$ cat config.mk
export PLATFORM = sky130hd
export DESIGN_NAME = sea_top
export DESIGN_NICKNAME = d
export VERILOG_FILES = /design/src/core/sea_pkg.sv /design/src/core/sea_wr_if.sv /design/src/core/sea_top.sv /design/src/core/sea_status_bank.sv /design/src/core/sea_mask_reg.sv
export SDC_FILE = /design/constraint.sdc
export NUM_CORES = 2
export LEC_CHECK = 0
export ABC_AREA = 1
export BUFFER_PORTS_ARGS = -buffer_cell sky130_fd_sc_hd__buf_4
export CORE_ASPECT_RATIO = 1.2
export CORE_MARGIN = 1.5
export CORE_UTILIZATION = 37
export DETAILED_ROUTE_END_ITERATION = 10
export PLACE_DENSITY_LB_ADDON = 0.3
export SLEW_MARGIN = 20
export SYNTH_ARGS = -nofsm -noshare
export SYNTH_HDL_FRONTEND = slang
export SYNTH_SLANG_ARGS = --single-unit
$ cat constraint.sdc
create_clock -name mclk -period 6.3 [get_ports mclk]
set_input_delay 0.63 -clock mclk [delete_from_list [all_inputs] [get_ports mclk]]
set_output_delay 0.63 -clock mclk [all_outputs]
set_load 0.01 [all_outputs]
$ cat src/core/sea_pkg.sv
`default_nettype none
package sea_pkg;
	// bus geometry
	localparam int unsigned DATA_W = 32;
	localparam int unsigned ADDR_W = 12;
	localparam int unsigned STRB_W = DATA_W / 8;

	// accumulator shape: status regs 0,1 management side, 2,3 low power side
	localparam int unsigned N_STAT     = 4;
	localparam int unsigned N_MGMT_SET = 4;
	localparam int unsigned N_LPWR_SET = 3;
	localparam int unsigned N_SET      = N_MGMT_SET + N_LPWR_SET;
	localparam int unsigned N_MASK     = 2 * N_SET;
	localparam int unsigned N_EVT      = 3;

	// action (mask set) index
	localparam int unsigned ACT_POR     = 0;
	localparam int unsigned ACT_SYSTEM_RESET_REQUEST    = 1;
	localparam int unsigned ACT_ERR_PIN = 2;
	localparam int unsigned ACT_MGMT_IRQ = 3;
	localparam int unsigned ACT_GEN_IRQ = 4;
	localparam int unsigned ACT_COR_IRQ = 5;
	localparam int unsigned ACT_UNC_IRQ = 6;

	// block interrupt event bits
	localparam int unsigned EVT_MGMT_ERR = 0;
	localparam int unsigned EVT_LPWR_ERR = 1;
	localparam int unsigned EVT_BUS_ERR  = 2;

	// register map, byte addresses
	localparam logic [ADDR_W-1:0] ADDR_MGMT_STAT  = 12'h000;
	localparam logic [ADDR_W-1:0] ADDR_MGMT_SWERR = 12'h008;
	localparam logic [ADDR_W-1:0] ADDR_MGMT_SET0  = 12'h020;
	localparam logic [ADDR_W-1:0] ADDR_LPWR_STAT  = 12'h100;
	localparam logic [ADDR_W-1:0] ADDR_LPWR_SWERR = 12'h108;
	localparam logic [ADDR_W-1:0] ADDR_LPWR_SET0  = 12'h120;
	localparam logic [ADDR_W-1:0] ADDR_EVT_STAT   = 12'h200;
	localparam logic [ADDR_W-1:0] ADDR_EVT_CLR    = 12'h204;
	localparam logic [ADDR_W-1:0] ADDR_EVT_EN     = 12'h208;
	localparam logic [ADDR_W-1:0] STAT_STRIDE     = 12'h004;
	localparam logic [ADDR_W-1:0] SET_STRIDE      = 12'h020;
	localparam logic [ADDR_W-1:0] HALF_STRIDE     = 12'h00C;
	localparam logic [ADDR_W-1:0] OFF_MASK        = 12'h000;
	localparam logic [ADDR_W-1:0] OFF_ENABLE      = 12'h004;
	localparam logic [ADDR_W-1:0] OFF_DISABLE     = 12'h008;

	// reset values
	localparam logic [DATA_W-1:0] STAT_RST   = 32'h0000_0000;
	localparam logic [DATA_W-1:0] MASK_RST   = 32'hFFFF_FFFF;
	localparam logic [N_EVT-1:0]  EVT_EN_RST = 3'h0;
endpackage : sea_pkg
`default_nettype wire

$ cat src/core/sea_wr_if.sv
`default_nettype none
interface sea_wr_if;
	import sea_pkg::*;
	logic              we;
	logic [DATA_W-1:0] wdata;
	modport src (output we, output wdata);
	modport dst (input we, input wdata);
endinterface : sea_wr_if
`default_nettype wire

$ cat src/core/sea_top.sv
// The address map and the APB slave port were left to the implementer.
`default_nettype none
module sea_top import sea_pkg::*; #(
	parameter int unsigned ERR_W = 32
) (
	// clock and power-on reset
	input wire logic                  mclk,
	input wire logic                  rst,
	// apb slave
	input wire logic [ADDR_W-1:0]     paddr,
	input wire logic                  psel,
	input wire logic                  penable,
	input wire logic                  pwrite,
	input wire logic [DATA_W-1:0]     pwdata,
	input wire logic [STRB_W-1:0]     pstrb,
	output logic [DATA_W-1:0]         prdata,
	output logic                      pready,
	output logic                      pslverr,
	// error sources
	input wire logic [ERR_W-1:0]      platform_mgmt_controller_err1,
	input wire logic [ERR_W-1:0]      platform_mgmt_controller_err2,
	input wire logic [ERR_W-1:0]      low_power_domain_err1,
	input wire logic [ERR_W-1:0]      low_power_domain_err2,
	// management side actions
	output logic                      por_req,
	output logic                      system_reset_request,
	output logic                      error_out_pin,
	output logic                      platform_mgmt_controller_irq,
	// low power side interrupts
	output logic                      processing_system_manager_irq_gen,
	output logic                      processing_system_manager_irq_cor,
	output logic                      processing_system_manager_irq_unc,
	// jtag error register
	output logic [2*ERR_W-1:0]        jtag_err_status,
	// fabric export
	output logic [2*ERR_W-1:0]        programmable_logic_fabric_mgmt_status,
	output logic [2*ERR_W-1:0]        programmable_logic_fabric_lpwr_status,
	output logic [N_SET-1:0]          programmable_logic_fabric_actions,
	// block interrupt
	output logic                      blk_irq
);
	if (ERR_W < 1 || ERR_W > DATA_W) begin : g_chk
		$error("ERR_W must lie in 1..32");
	end
	if (DATA_W != 32 || STRB_W * 8 != DATA_W) begin : g_chk_bus
		$error("register bus must be 32 bits with byte strobes");
	end

	// counts that the wiring below is written for
	if (N_STAT != 4) begin : g_chk_stat
		$error("wiring expects two status registers per side");
	end
	if (N_MASK != 2 * N_SET) begin : g_chk_mask
		$error("each mask set needs one mask per status register");
	end
	if (ACT_UNC_IRQ + 1 != N_SET || ACT_MGMT_IRQ + 1 != N_MGMT_SET) begin : g_chk_act
		$error("action indices do not cover every mask set");
	end
	if (EVT_BUS_ERR >= N_EVT || N_EVT > DATA_W) begin : g_chk_evt
		$error("event bits do not fit the event registers");
	end

	// register pages must not overlap
	if (ADDR_MGMT_SET0 + N_MGMT_SET * SET_STRIDE > ADDR_LPWR_STAT) begin : g_chk_mgmt_map
		$error("management mask sets run into the low power page");
	end
	if (ADDR_LPWR_SET0 + N_LPWR_SET * SET_STRIDE > ADDR_EVT_STAT) begin : g_chk_lpwr_map
		$error("low power mask sets run into the event registers");
	end
	if (ADDR_MGMT_SWERR >= ADDR_MGMT_SET0 || ADDR_LPWR_SWERR >= ADDR_LPWR_SET0) begin : g_chk_sw
		$error("software trigger falls inside a mask set");
	end
	if (OFF_DISABLE + HALF_STRIDE >= SET_STRIDE) begin : g_chk_half
		$error("second half of a mask set exceeds its stride");
	end

	// address of status register i
	function automatic logic [ADDR_W-1:0] stat_addr(input int unsigned i);
		logic [ADDR_W-1:0] base;
		base = (i < 2) ? ADDR_MGMT_STAT : ADDR_LPWR_STAT;
		return base + (((i % 2) == 1) ? STAT_STRIDE : '0);
	endfunction : stat_addr

	// address of mask register m at offset off
	function automatic logic [ADDR_W-1:0] mask_addr(input int unsigned m,
		input logic [ADDR_W-1:0] off);
		int unsigned      s;
		logic [ADDR_W-1:0] base;
		s = m / 2;
		if (s < N_MGMT_SET) begin
			base = ADDR_MGMT_SET0 + ADDR_W'(s) * SET_STRIDE;
		end else begin
			base = ADDR_LPWR_SET0 + ADDR_W'(s - N_MGMT_SET) * SET_STRIDE;
		end
		return base + (((m % 2) == 1) ? HALF_STRIDE : '0) + off;
	endfunction : mask_addr

	// status register that mask m gates
	function automatic int unsigned stat_of(input int unsigned m);
		return (((m / 2) < N_MGMT_SET) ? 0 : 2) + (m % 2);
	endfunction : stat_of

	logic [ERR_W-1:0]  err_in   [N_STAT];
	logic [ERR_W-1:0]  sw_in    [N_STAT];
	logic [ERR_W-1:0]  stat_q   [N_STAT];
	logic [N_STAT-1:0] new_evt;
	logic [ERR_W-1:0]  mask_q   [N_MASK];
	logic [N_MASK-1:0] mask_hit;
	logic [N_SET-1:0]  act_d;
	logic [N_SET-1:0]  act_q;

	logic [DATA_W-1:0] wdata_eff;
	logic              setup_ph;
	logic              access_ph;
	logic              wr_acc;
	logic              dec_hit;
	logic              dec_ro;
	logic [DATA_W-1:0] rd_val;
	logic [N_STAT-1:0] wr_stat_v;
	logic [N_MASK-1:0] wr_en_v;
	logic [N_MASK-1:0] wr_dis_v;
	logic [1:0]        wr_sw_v;
	logic              wr_evt_clr_v;
	logic              wr_evt_en_v;
	logic [DATA_W-1:0] prdata_q;
	logic              slverr_q;

	logic [N_EVT-1:0]  evt;
	logic [N_EVT-1:0]  evt_clr;
	logic [N_EVT-1:0]  evt_stat_q;
	logic [N_EVT-1:0]  evt_en_q;
	logic              blk_irq_q;

	sea_wr_if stat_if [N_STAT] ();
	sea_wr_if en_if   [N_MASK] ();
	sea_wr_if dis_if  [N_MASK] ();

	// error source wiring, one status register per source
	assign err_in[0] = platform_mgmt_controller_err1;
	assign err_in[1] = platform_mgmt_controller_err2;
	assign err_in[2] = low_power_domain_err1;
	assign err_in[3] = low_power_domain_err2;

	// software raised errors land in the first status reg of each side
	assign sw_in[0] = wr_acc && wr_sw_v[0] ? wdata_eff[ERR_W-1:0] : '0;
	assign sw_in[1] = '0;
	assign sw_in[2] = wr_acc && wr_sw_v[1] ? wdata_eff[ERR_W-1:0] : '0;
	assign sw_in[3] = '0;

	// apb phases and byte lanes
	assign setup_ph  = psel & ~penable;
	assign access_ph = psel & penable;
	assign pready    = access_ph;
	assign wr_acc    = access_ph & pwrite & dec_hit & ~dec_ro;
	assign pslverr   = access_ph & slverr_q;
	assign prdata    = prdata_q;

	for (genvar b = 0; b < STRB_W; b++) begin : g_lane
		assign wdata_eff[8*b +: 8] = pstrb[b] ? pwdata[8*b +: 8] : 8'h00;
	end

	// address decode
	always_comb begin
		dec_hit      = 1'b0;
		dec_ro       = 1'b0;
		rd_val       = '0;
		wr_stat_v    = '0;
		wr_en_v      = '0;
		wr_dis_v     = '0;
		wr_sw_v      = '0;
		wr_evt_clr_v = 1'b0;
		wr_evt_en_v  = 1'b0;
		if (paddr == ADDR_EVT_STAT) begin
			dec_hit = 1'b1;
			dec_ro  = 1'b1;
			rd_val  = DATA_W'(evt_stat_q);
		end else if (paddr == ADDR_EVT_CLR) begin
			dec_hit      = 1'b1;
			wr_evt_clr_v = 1'b1;
		end else if (paddr == ADDR_EVT_EN) begin
			dec_hit     = 1'b1;
			wr_evt_en_v = 1'b1;
			rd_val      = DATA_W'(evt_en_q);
		end else if (paddr == ADDR_MGMT_SWERR) begin
			dec_hit    = 1'b1;
			wr_sw_v[0] = 1'b1;
		end else if (paddr == ADDR_LPWR_SWERR) begin
			dec_hit    = 1'b1;
			wr_sw_v[1] = 1'b1;
		end else begin
			for (int unsigned i = 0; i < N_STAT; i++) begin
				if (paddr == stat_addr(i)) begin
					dec_hit      = 1'b1;
					wr_stat_v[i] = 1'b1;
					rd_val       = DATA_W'(stat_q[i]);
				end
			end
			for (int unsigned m = 0; m < N_MASK; m++) begin
				if (paddr == mask_addr(m, OFF_MASK)) begin
					// direct mask writes refused
					dec_hit = 1'b1;
					dec_ro  = 1'b1;
					rd_val  = DATA_W'(mask_q[m]);
				end
				if (paddr == mask_addr(m, OFF_ENABLE)) begin
					dec_hit     = 1'b1;
					wr_en_v[m]  = 1'b1;
				end
				if (paddr == mask_addr(m, OFF_DISABLE)) begin
					dec_hit     = 1'b1;
					wr_dis_v[m] = 1'b1;
				end
			end
		end
	end

	// read data and error captured in setup, shown in access
	always_ff @(posedge mclk) begin
		if (rst) begin
			prdata_q <= '0;
			slverr_q <= 1'b0;
		end else if (setup_ph) begin
			prdata_q <= pwrite ? '0 : rd_val;
			slverr_q <= ~dec_hit | (pwrite & dec_ro);
		end
	end

	// status banks
	for (genvar i = 0; i < N_STAT; i++) begin : g_stat
		assign stat_if[i].we    = wr_acc & wr_stat_v[i];
		assign stat_if[i].wdata = wdata_eff;
		sea_status_bank #(
			.ERR_W (ERR_W)
		) u_bank (
			.mclk     (mclk),
			.rst      (rst),
			.clr_wr   (stat_if[i]),
			.err_in   (err_in[i]),
			.sw_in    (sw_in[i]),
			.status_q (stat_q[i]),
			.new_evt  (new_evt[i])
		);
	end

	// mask registers, two per action set
	for (genvar m = 0; m < N_MASK; m++) begin : g_mask
		assign en_if[m].we     = wr_acc & wr_en_v[m];
		assign en_if[m].wdata  = wdata_eff;
		assign dis_if[m].we    = wr_acc & wr_dis_v[m];
		assign dis_if[m].wdata = wdata_eff;
		sea_mask_reg #(
			.ERR_W (ERR_W)
		) u_mask (
			.mclk   (mclk),
			.rst    (rst),
			.en_wr  (en_if[m]),
			.dis_wr (dis_if[m]),
			.status (stat_q[stat_of(m)]),
			.mask_q (mask_q[m]),
			.hit    (mask_hit[m])
		);
	end

	// one action per mask set
	for (genvar s = 0; s < N_SET; s++) begin : g_act
		assign act_d[s] = mask_hit[2*s] | mask_hit[2*s+1];
	end

	always_ff @(posedge mclk) begin
		if (rst) begin
			act_q <= '0;
		end else begin
			act_q <= act_d;
		end
	end

	assign por_req                           = act_q[ACT_POR];
	assign system_reset_request              = act_q[ACT_SYSTEM_RESET_REQUEST];
	assign error_out_pin                     = act_q[ACT_ERR_PIN];
	assign platform_mgmt_controller_irq      = act_q[ACT_MGMT_IRQ];
	assign processing_system_manager_irq_gen = act_q[ACT_GEN_IRQ];
	assign processing_system_manager_irq_cor = act_q[ACT_COR_IRQ];
	assign processing_system_manager_irq_unc = act_q[ACT_UNC_IRQ];

	// status export straight from the sticky flops
	assign jtag_err_status = {stat_q[1], stat_q[0]};
	assign programmable_logic_fabric_mgmt_status = {stat_q[1], stat_q[0]};
	assign programmable_logic_fabric_lpwr_status = {stat_q[3], stat_q[2]};
	assign programmable_logic_fabric_actions     = act_q;

	// block interrupt events
	assign evt[EVT_MGMT_ERR] = |new_evt[1:0];
	assign evt[EVT_LPWR_ERR] = |new_evt[3:2];
	assign evt[EVT_BUS_ERR]  = pslverr;
	assign evt_clr = (wr_acc & wr_evt_clr_v) ? wdata_eff[N_EVT-1:0] : '0;

	always_ff @(posedge mclk) begin
		if (rst) begin
			evt_stat_q <= '0;
		end else begin
			evt_stat_q <= (evt_stat_q & ~evt_clr) | evt;
		end
	end

	always_ff @(posedge mclk) begin
		if (rst) begin
			evt_en_q <= EVT_EN_RST;
		end else if (wr_acc && wr_evt_en_v && pstrb[0]) begin
			evt_en_q <= pwdata[N_EVT-1:0];
		end
	end

	always_ff @(posedge mclk) begin
		if (rst) begin
			blk_irq_q <= 1'b0;
		end else begin
			blk_irq_q <= |(evt_stat_q & evt_en_q);
		end
	end

	assign blk_irq = blk_irq_q;
endmodule : sea_top
`default_nettype wire

$ cat src/core/sea_status_bank.sv
`default_nettype none
module sea_status_bank import sea_pkg::*; #(
	parameter int unsigned ERR_W = 32
) (
	// clock and power-on reset
	input wire logic             mclk,
	input wire logic             rst,
	// software clear
	sea_wr_if.dst                clr_wr,
	// error sources
	input wire logic [ERR_W-1:0] err_in,
	input wire logic [ERR_W-1:0] sw_in,
	// state
	output logic [ERR_W-1:0]     status_q,
	output logic                 new_evt
);
	logic [ERR_W-1:0] clr_bits;
	logic [ERR_W-1:0] set_bits;
	logic [ERR_W-1:0] status_d;

	assign clr_bits = clr_wr.we ? clr_wr.wdata[ERR_W-1:0] : '0;
	assign set_bits = err_in | sw_in;
	// set beats clear
	assign status_d = (status_q & ~clr_bits) | set_bits;
	assign new_evt  = |(set_bits & ~status_q);

	// only power-on reset clears, system reset does not reach here
	always_ff @(posedge mclk) begin
		if (rst) begin
			status_q <= STAT_RST[ERR_W-1:0];
		end else begin
			status_q <= status_d;
		end
	end
endmodule : sea_status_bank
`default_nettype wire

$ cat src/core/sea_mask_reg.sv
`default_nettype none
module sea_mask_reg import sea_pkg::*; #(
	parameter int unsigned ERR_W = 32
) (
	// clock and power-on reset
	input wire logic             mclk,
	input wire logic             rst,
	// enable and disable writes
	sea_wr_if.dst                en_wr,
	sea_wr_if.dst                dis_wr,
	// status gated
	input wire logic [ERR_W-1:0] status,
	output logic [ERR_W-1:0]     mask_q,
	output logic                 hit
);
	logic [ERR_W-1:0] en_bits;
	logic [ERR_W-1:0] dis_bits;

	assign en_bits  = en_wr.we ? en_wr.wdata[ERR_W-1:0] : '0;
	assign dis_bits = dis_wr.we ? dis_wr.wdata[ERR_W-1:0] : '0;
	assign hit      = |(status & ~mask_q);

	always_ff @(posedge mclk) begin
		if (rst) begin
			mask_q <= MASK_RST[ERR_W-1:0];
		end else begin
			mask_q <= (mask_q & ~en_bits) | dis_bits;
		end
	end
endmodule : sea_mask_reg
`default_nettype wire

==> flow_summary.ini <==
[clocking]
ctsResizeCount = 0
cts_setup_buffers = 0
numCtsBuffers = 72
cts_tree = yes
cts_max_level = 3
hold_buffers = 0
clock_path_buffers = 3
clockRootBuffer = clkbuf_16
clkTransAtPathRegs_ns = 0.06
clk_latency_ns = 0.68
cts.sinks = 623

[worst_setup_path]
cp.arrival_ns = 4.94
critPathMaxFanout = 44
crit_type = input pin to flop
startpoint_type = input pin
worstReg2RegStart = g_stat[1].u_bank.status_q[11]
rrSetupSlack_ns = 2.47
r2r_end = prdata[11]
cp_data_required_time_ns = 6.83
crit_path_end_kind = flop
cp-startpoint = paddr[1]
ff2ff_path_depth = 14

[placed_design]
hpwlAfterDp_mm = 161
numPortBuffers = 421
place_congestion = 1.06
placedCellCount = 6093

[floorplanning]
pin_count = 422
die_h_um = 330
row_count = 119
die_width_um = 276
core-area_um2 = 88100
start_util = 0.375
die_area_um2 = 91100

[synthesis]
synth_nets = 5034
synth.distinct_cells = 44
synth_area_um2 = 33000
yosys_warnings = 0
synth-seq-area-share = 0.378
syn_inst = 4853
synth.avg_cell_area_um2 = 6.80
synth-seq-cells = 623

[timing]
tightest_slew_ns = 1.18
max_slew_margin = 0.210
maxSlewViolCount = 0
timing.fmax_mhz = 227
min_period_ns = 4.41
setup-violations-final = 0
rsz0062_at_grt = false
post-route-period-util = 0.700
hold_viol = 0
finalSetupTns_ns = 0
fin_skew_ns = 0.0193

[layout]
syn2layout_area_growth_pct = 18.3
drive_gt1_frac = 0.139
fin_util = 0.443
finalNetCount = 5200
finalNonFillerCells = 6250
final_common_cell = nand2_1
n_fill_cell = 9404
layout_common_cells = nand2_1 (1022), dfxtp_1 (623), inv_1 (599)

[detailed_routing]
avgRoutedWirePerCell_um = 36.5
drc_errors = 0
antenna_left = 0
viasPerCell = 6.42
drt-total-wl_mm = 228
num_vias = 40103
firstDrtPassIters = 6
first_iter_violations = 6684

[min_path]
hold_path_startpoint = platform_mgmt_controller_err2[25]
min-delay-path-class = input pin to flop
holdPathStages = 3
worstHoldEndpoint = g_stat[1].u_bank.status_q[25]

[power]
power_density_nw_per_um2 = 254
ir_drop_mv = 0.219
power.leakage_nw = 16.7

[job]
max-cap-violations = 0

[grt]
antenna_found_initial = 26
grt_max_degree = 163
grt_pass1_vias = 35355
grt_remaining_overflow = 0
grt_usage = 0.486
grt_pass1_wl_mm = 302

[run_status]
outcome = completed
## flip-flops by register name (all words and copies together) (netlist names)
signal	cells
prdata	32
g_stat.u_bank.status_q	128
evt_en_q	3
g_mask.u_mask.mask_q	448
blk_irq	1
slverr_q	1
programmable_logic_fabric_actions	7
evt_stat_q	3
## synthesized netlist by cell type, drive strengths merged
master	count	area share
and3	1	0.00019
inv	612	0.070
o211ai	390	0.089
o21ai	743	0.11
or2	16	0.0030
o21bai	5	0.0011
nand2	1030	0.12
o22ai	237	0.045
nor3b	2	0.00061
a2111o	1	0.00034
clkinv	2	0.00023
dfxtp	623	0.38
nor4	60	0.011
nand4	115	0.022
o21a	8	0.0018
a2111oi	2	0.00053
nor2	184	0.022
a221oi	6	0.0016
clkbuf	312	0.035
o221ai	1	0.00027
a22oi	1	0.00023
nor3	7	0.0018
buf	116	0.023
o2111ai	2	0.00053
a21oi	145	0.022
nand3	163	0.027
nand3b	5	0.0011
a31oi	60	0.011
a211oi	4	0.00091
## per-layer routing
metal | share of wire | global-route usage
met5 | 0.00046 | 0
met2 | 0.42 | 0.703
met1 | 0.36 | 0.580
met4 | 0.10 | 0.415
met3 | 0.12 | 0.153
## report_power, final
part / switching [W] / internal, W
logic: 0.000910 / 0.000283
clock network: 0.00193 / 0.00267
registers: 0.000145 / 0.00400
total: 0.00299 / 0.00696
## layout make-up
class	count	area [um^2]	share of cell area
Inverter	614	2310	0.0592
Sequential cell	623	12500	0.319
Antenna cell	25	62.6	0.00160
Clock buffer	107	2160	0.0552
Timing Repair Buffer	520	3940	0.101
Tap cell	1149	1440	0.0368
Multi-Input combinational cell	3188	16300	0.418
Clock inverter	24	359	0.00919
## worst max path at each step
stage,slack [ns],to,cells after the start
floorplan,3.53,g_mask[10].u_mask.mask_q[10],14
global placement,1.47,g_stat[0].u_bank.status_q[23],14
detailed placement,1.37,g_stat[3].u_bank.status_q[31],14
CTS,2.03,g_stat[3].u_bank.status_q[31],14
global route,1.63,g_stat[0].u_bank.status_q[29],14
finish,1.89,g_stat[0].u_bank.status_q[17],14
## per-stage QoR
step	power (W)	setup slack, ns	area, um^2	hold WS (ns)
2_1_floorplan	0.00457	3.53	33000	0.447
3_3_place_gp	0.00532	1.47	36500	0.453
3_5_place_dp	0.00532	1.37	36500	0.456
4_1_cts	0.00983	2.03	39000	0.213
5_1_grt	0.0100	1.63	39000	0.217
6_report	0.00994	1.89	39100	0.202
## kinds of logic after synthesis
family / synth area share
compound gates: 0.287
simple gates: 0.207
buf+inv: 0.129
flops: 0.378
## worst max-delay path, stage by stage
cell     delay (ns)
buf_4          0.11
nor2_2         0.36
nand3_1        0.21
nor2_1         0.36
nand2_1        0.09
buf_4          0.29
nand2_1        0.42
nor3_2         0.17
nand4_2        0.18
buf_4          0.39
nor3b_2        0.39
nand2_1        0.72
o21ai_0        0.44
a31oi_1        0.12
Note: power is estimated with default switching activity, not from simulation.
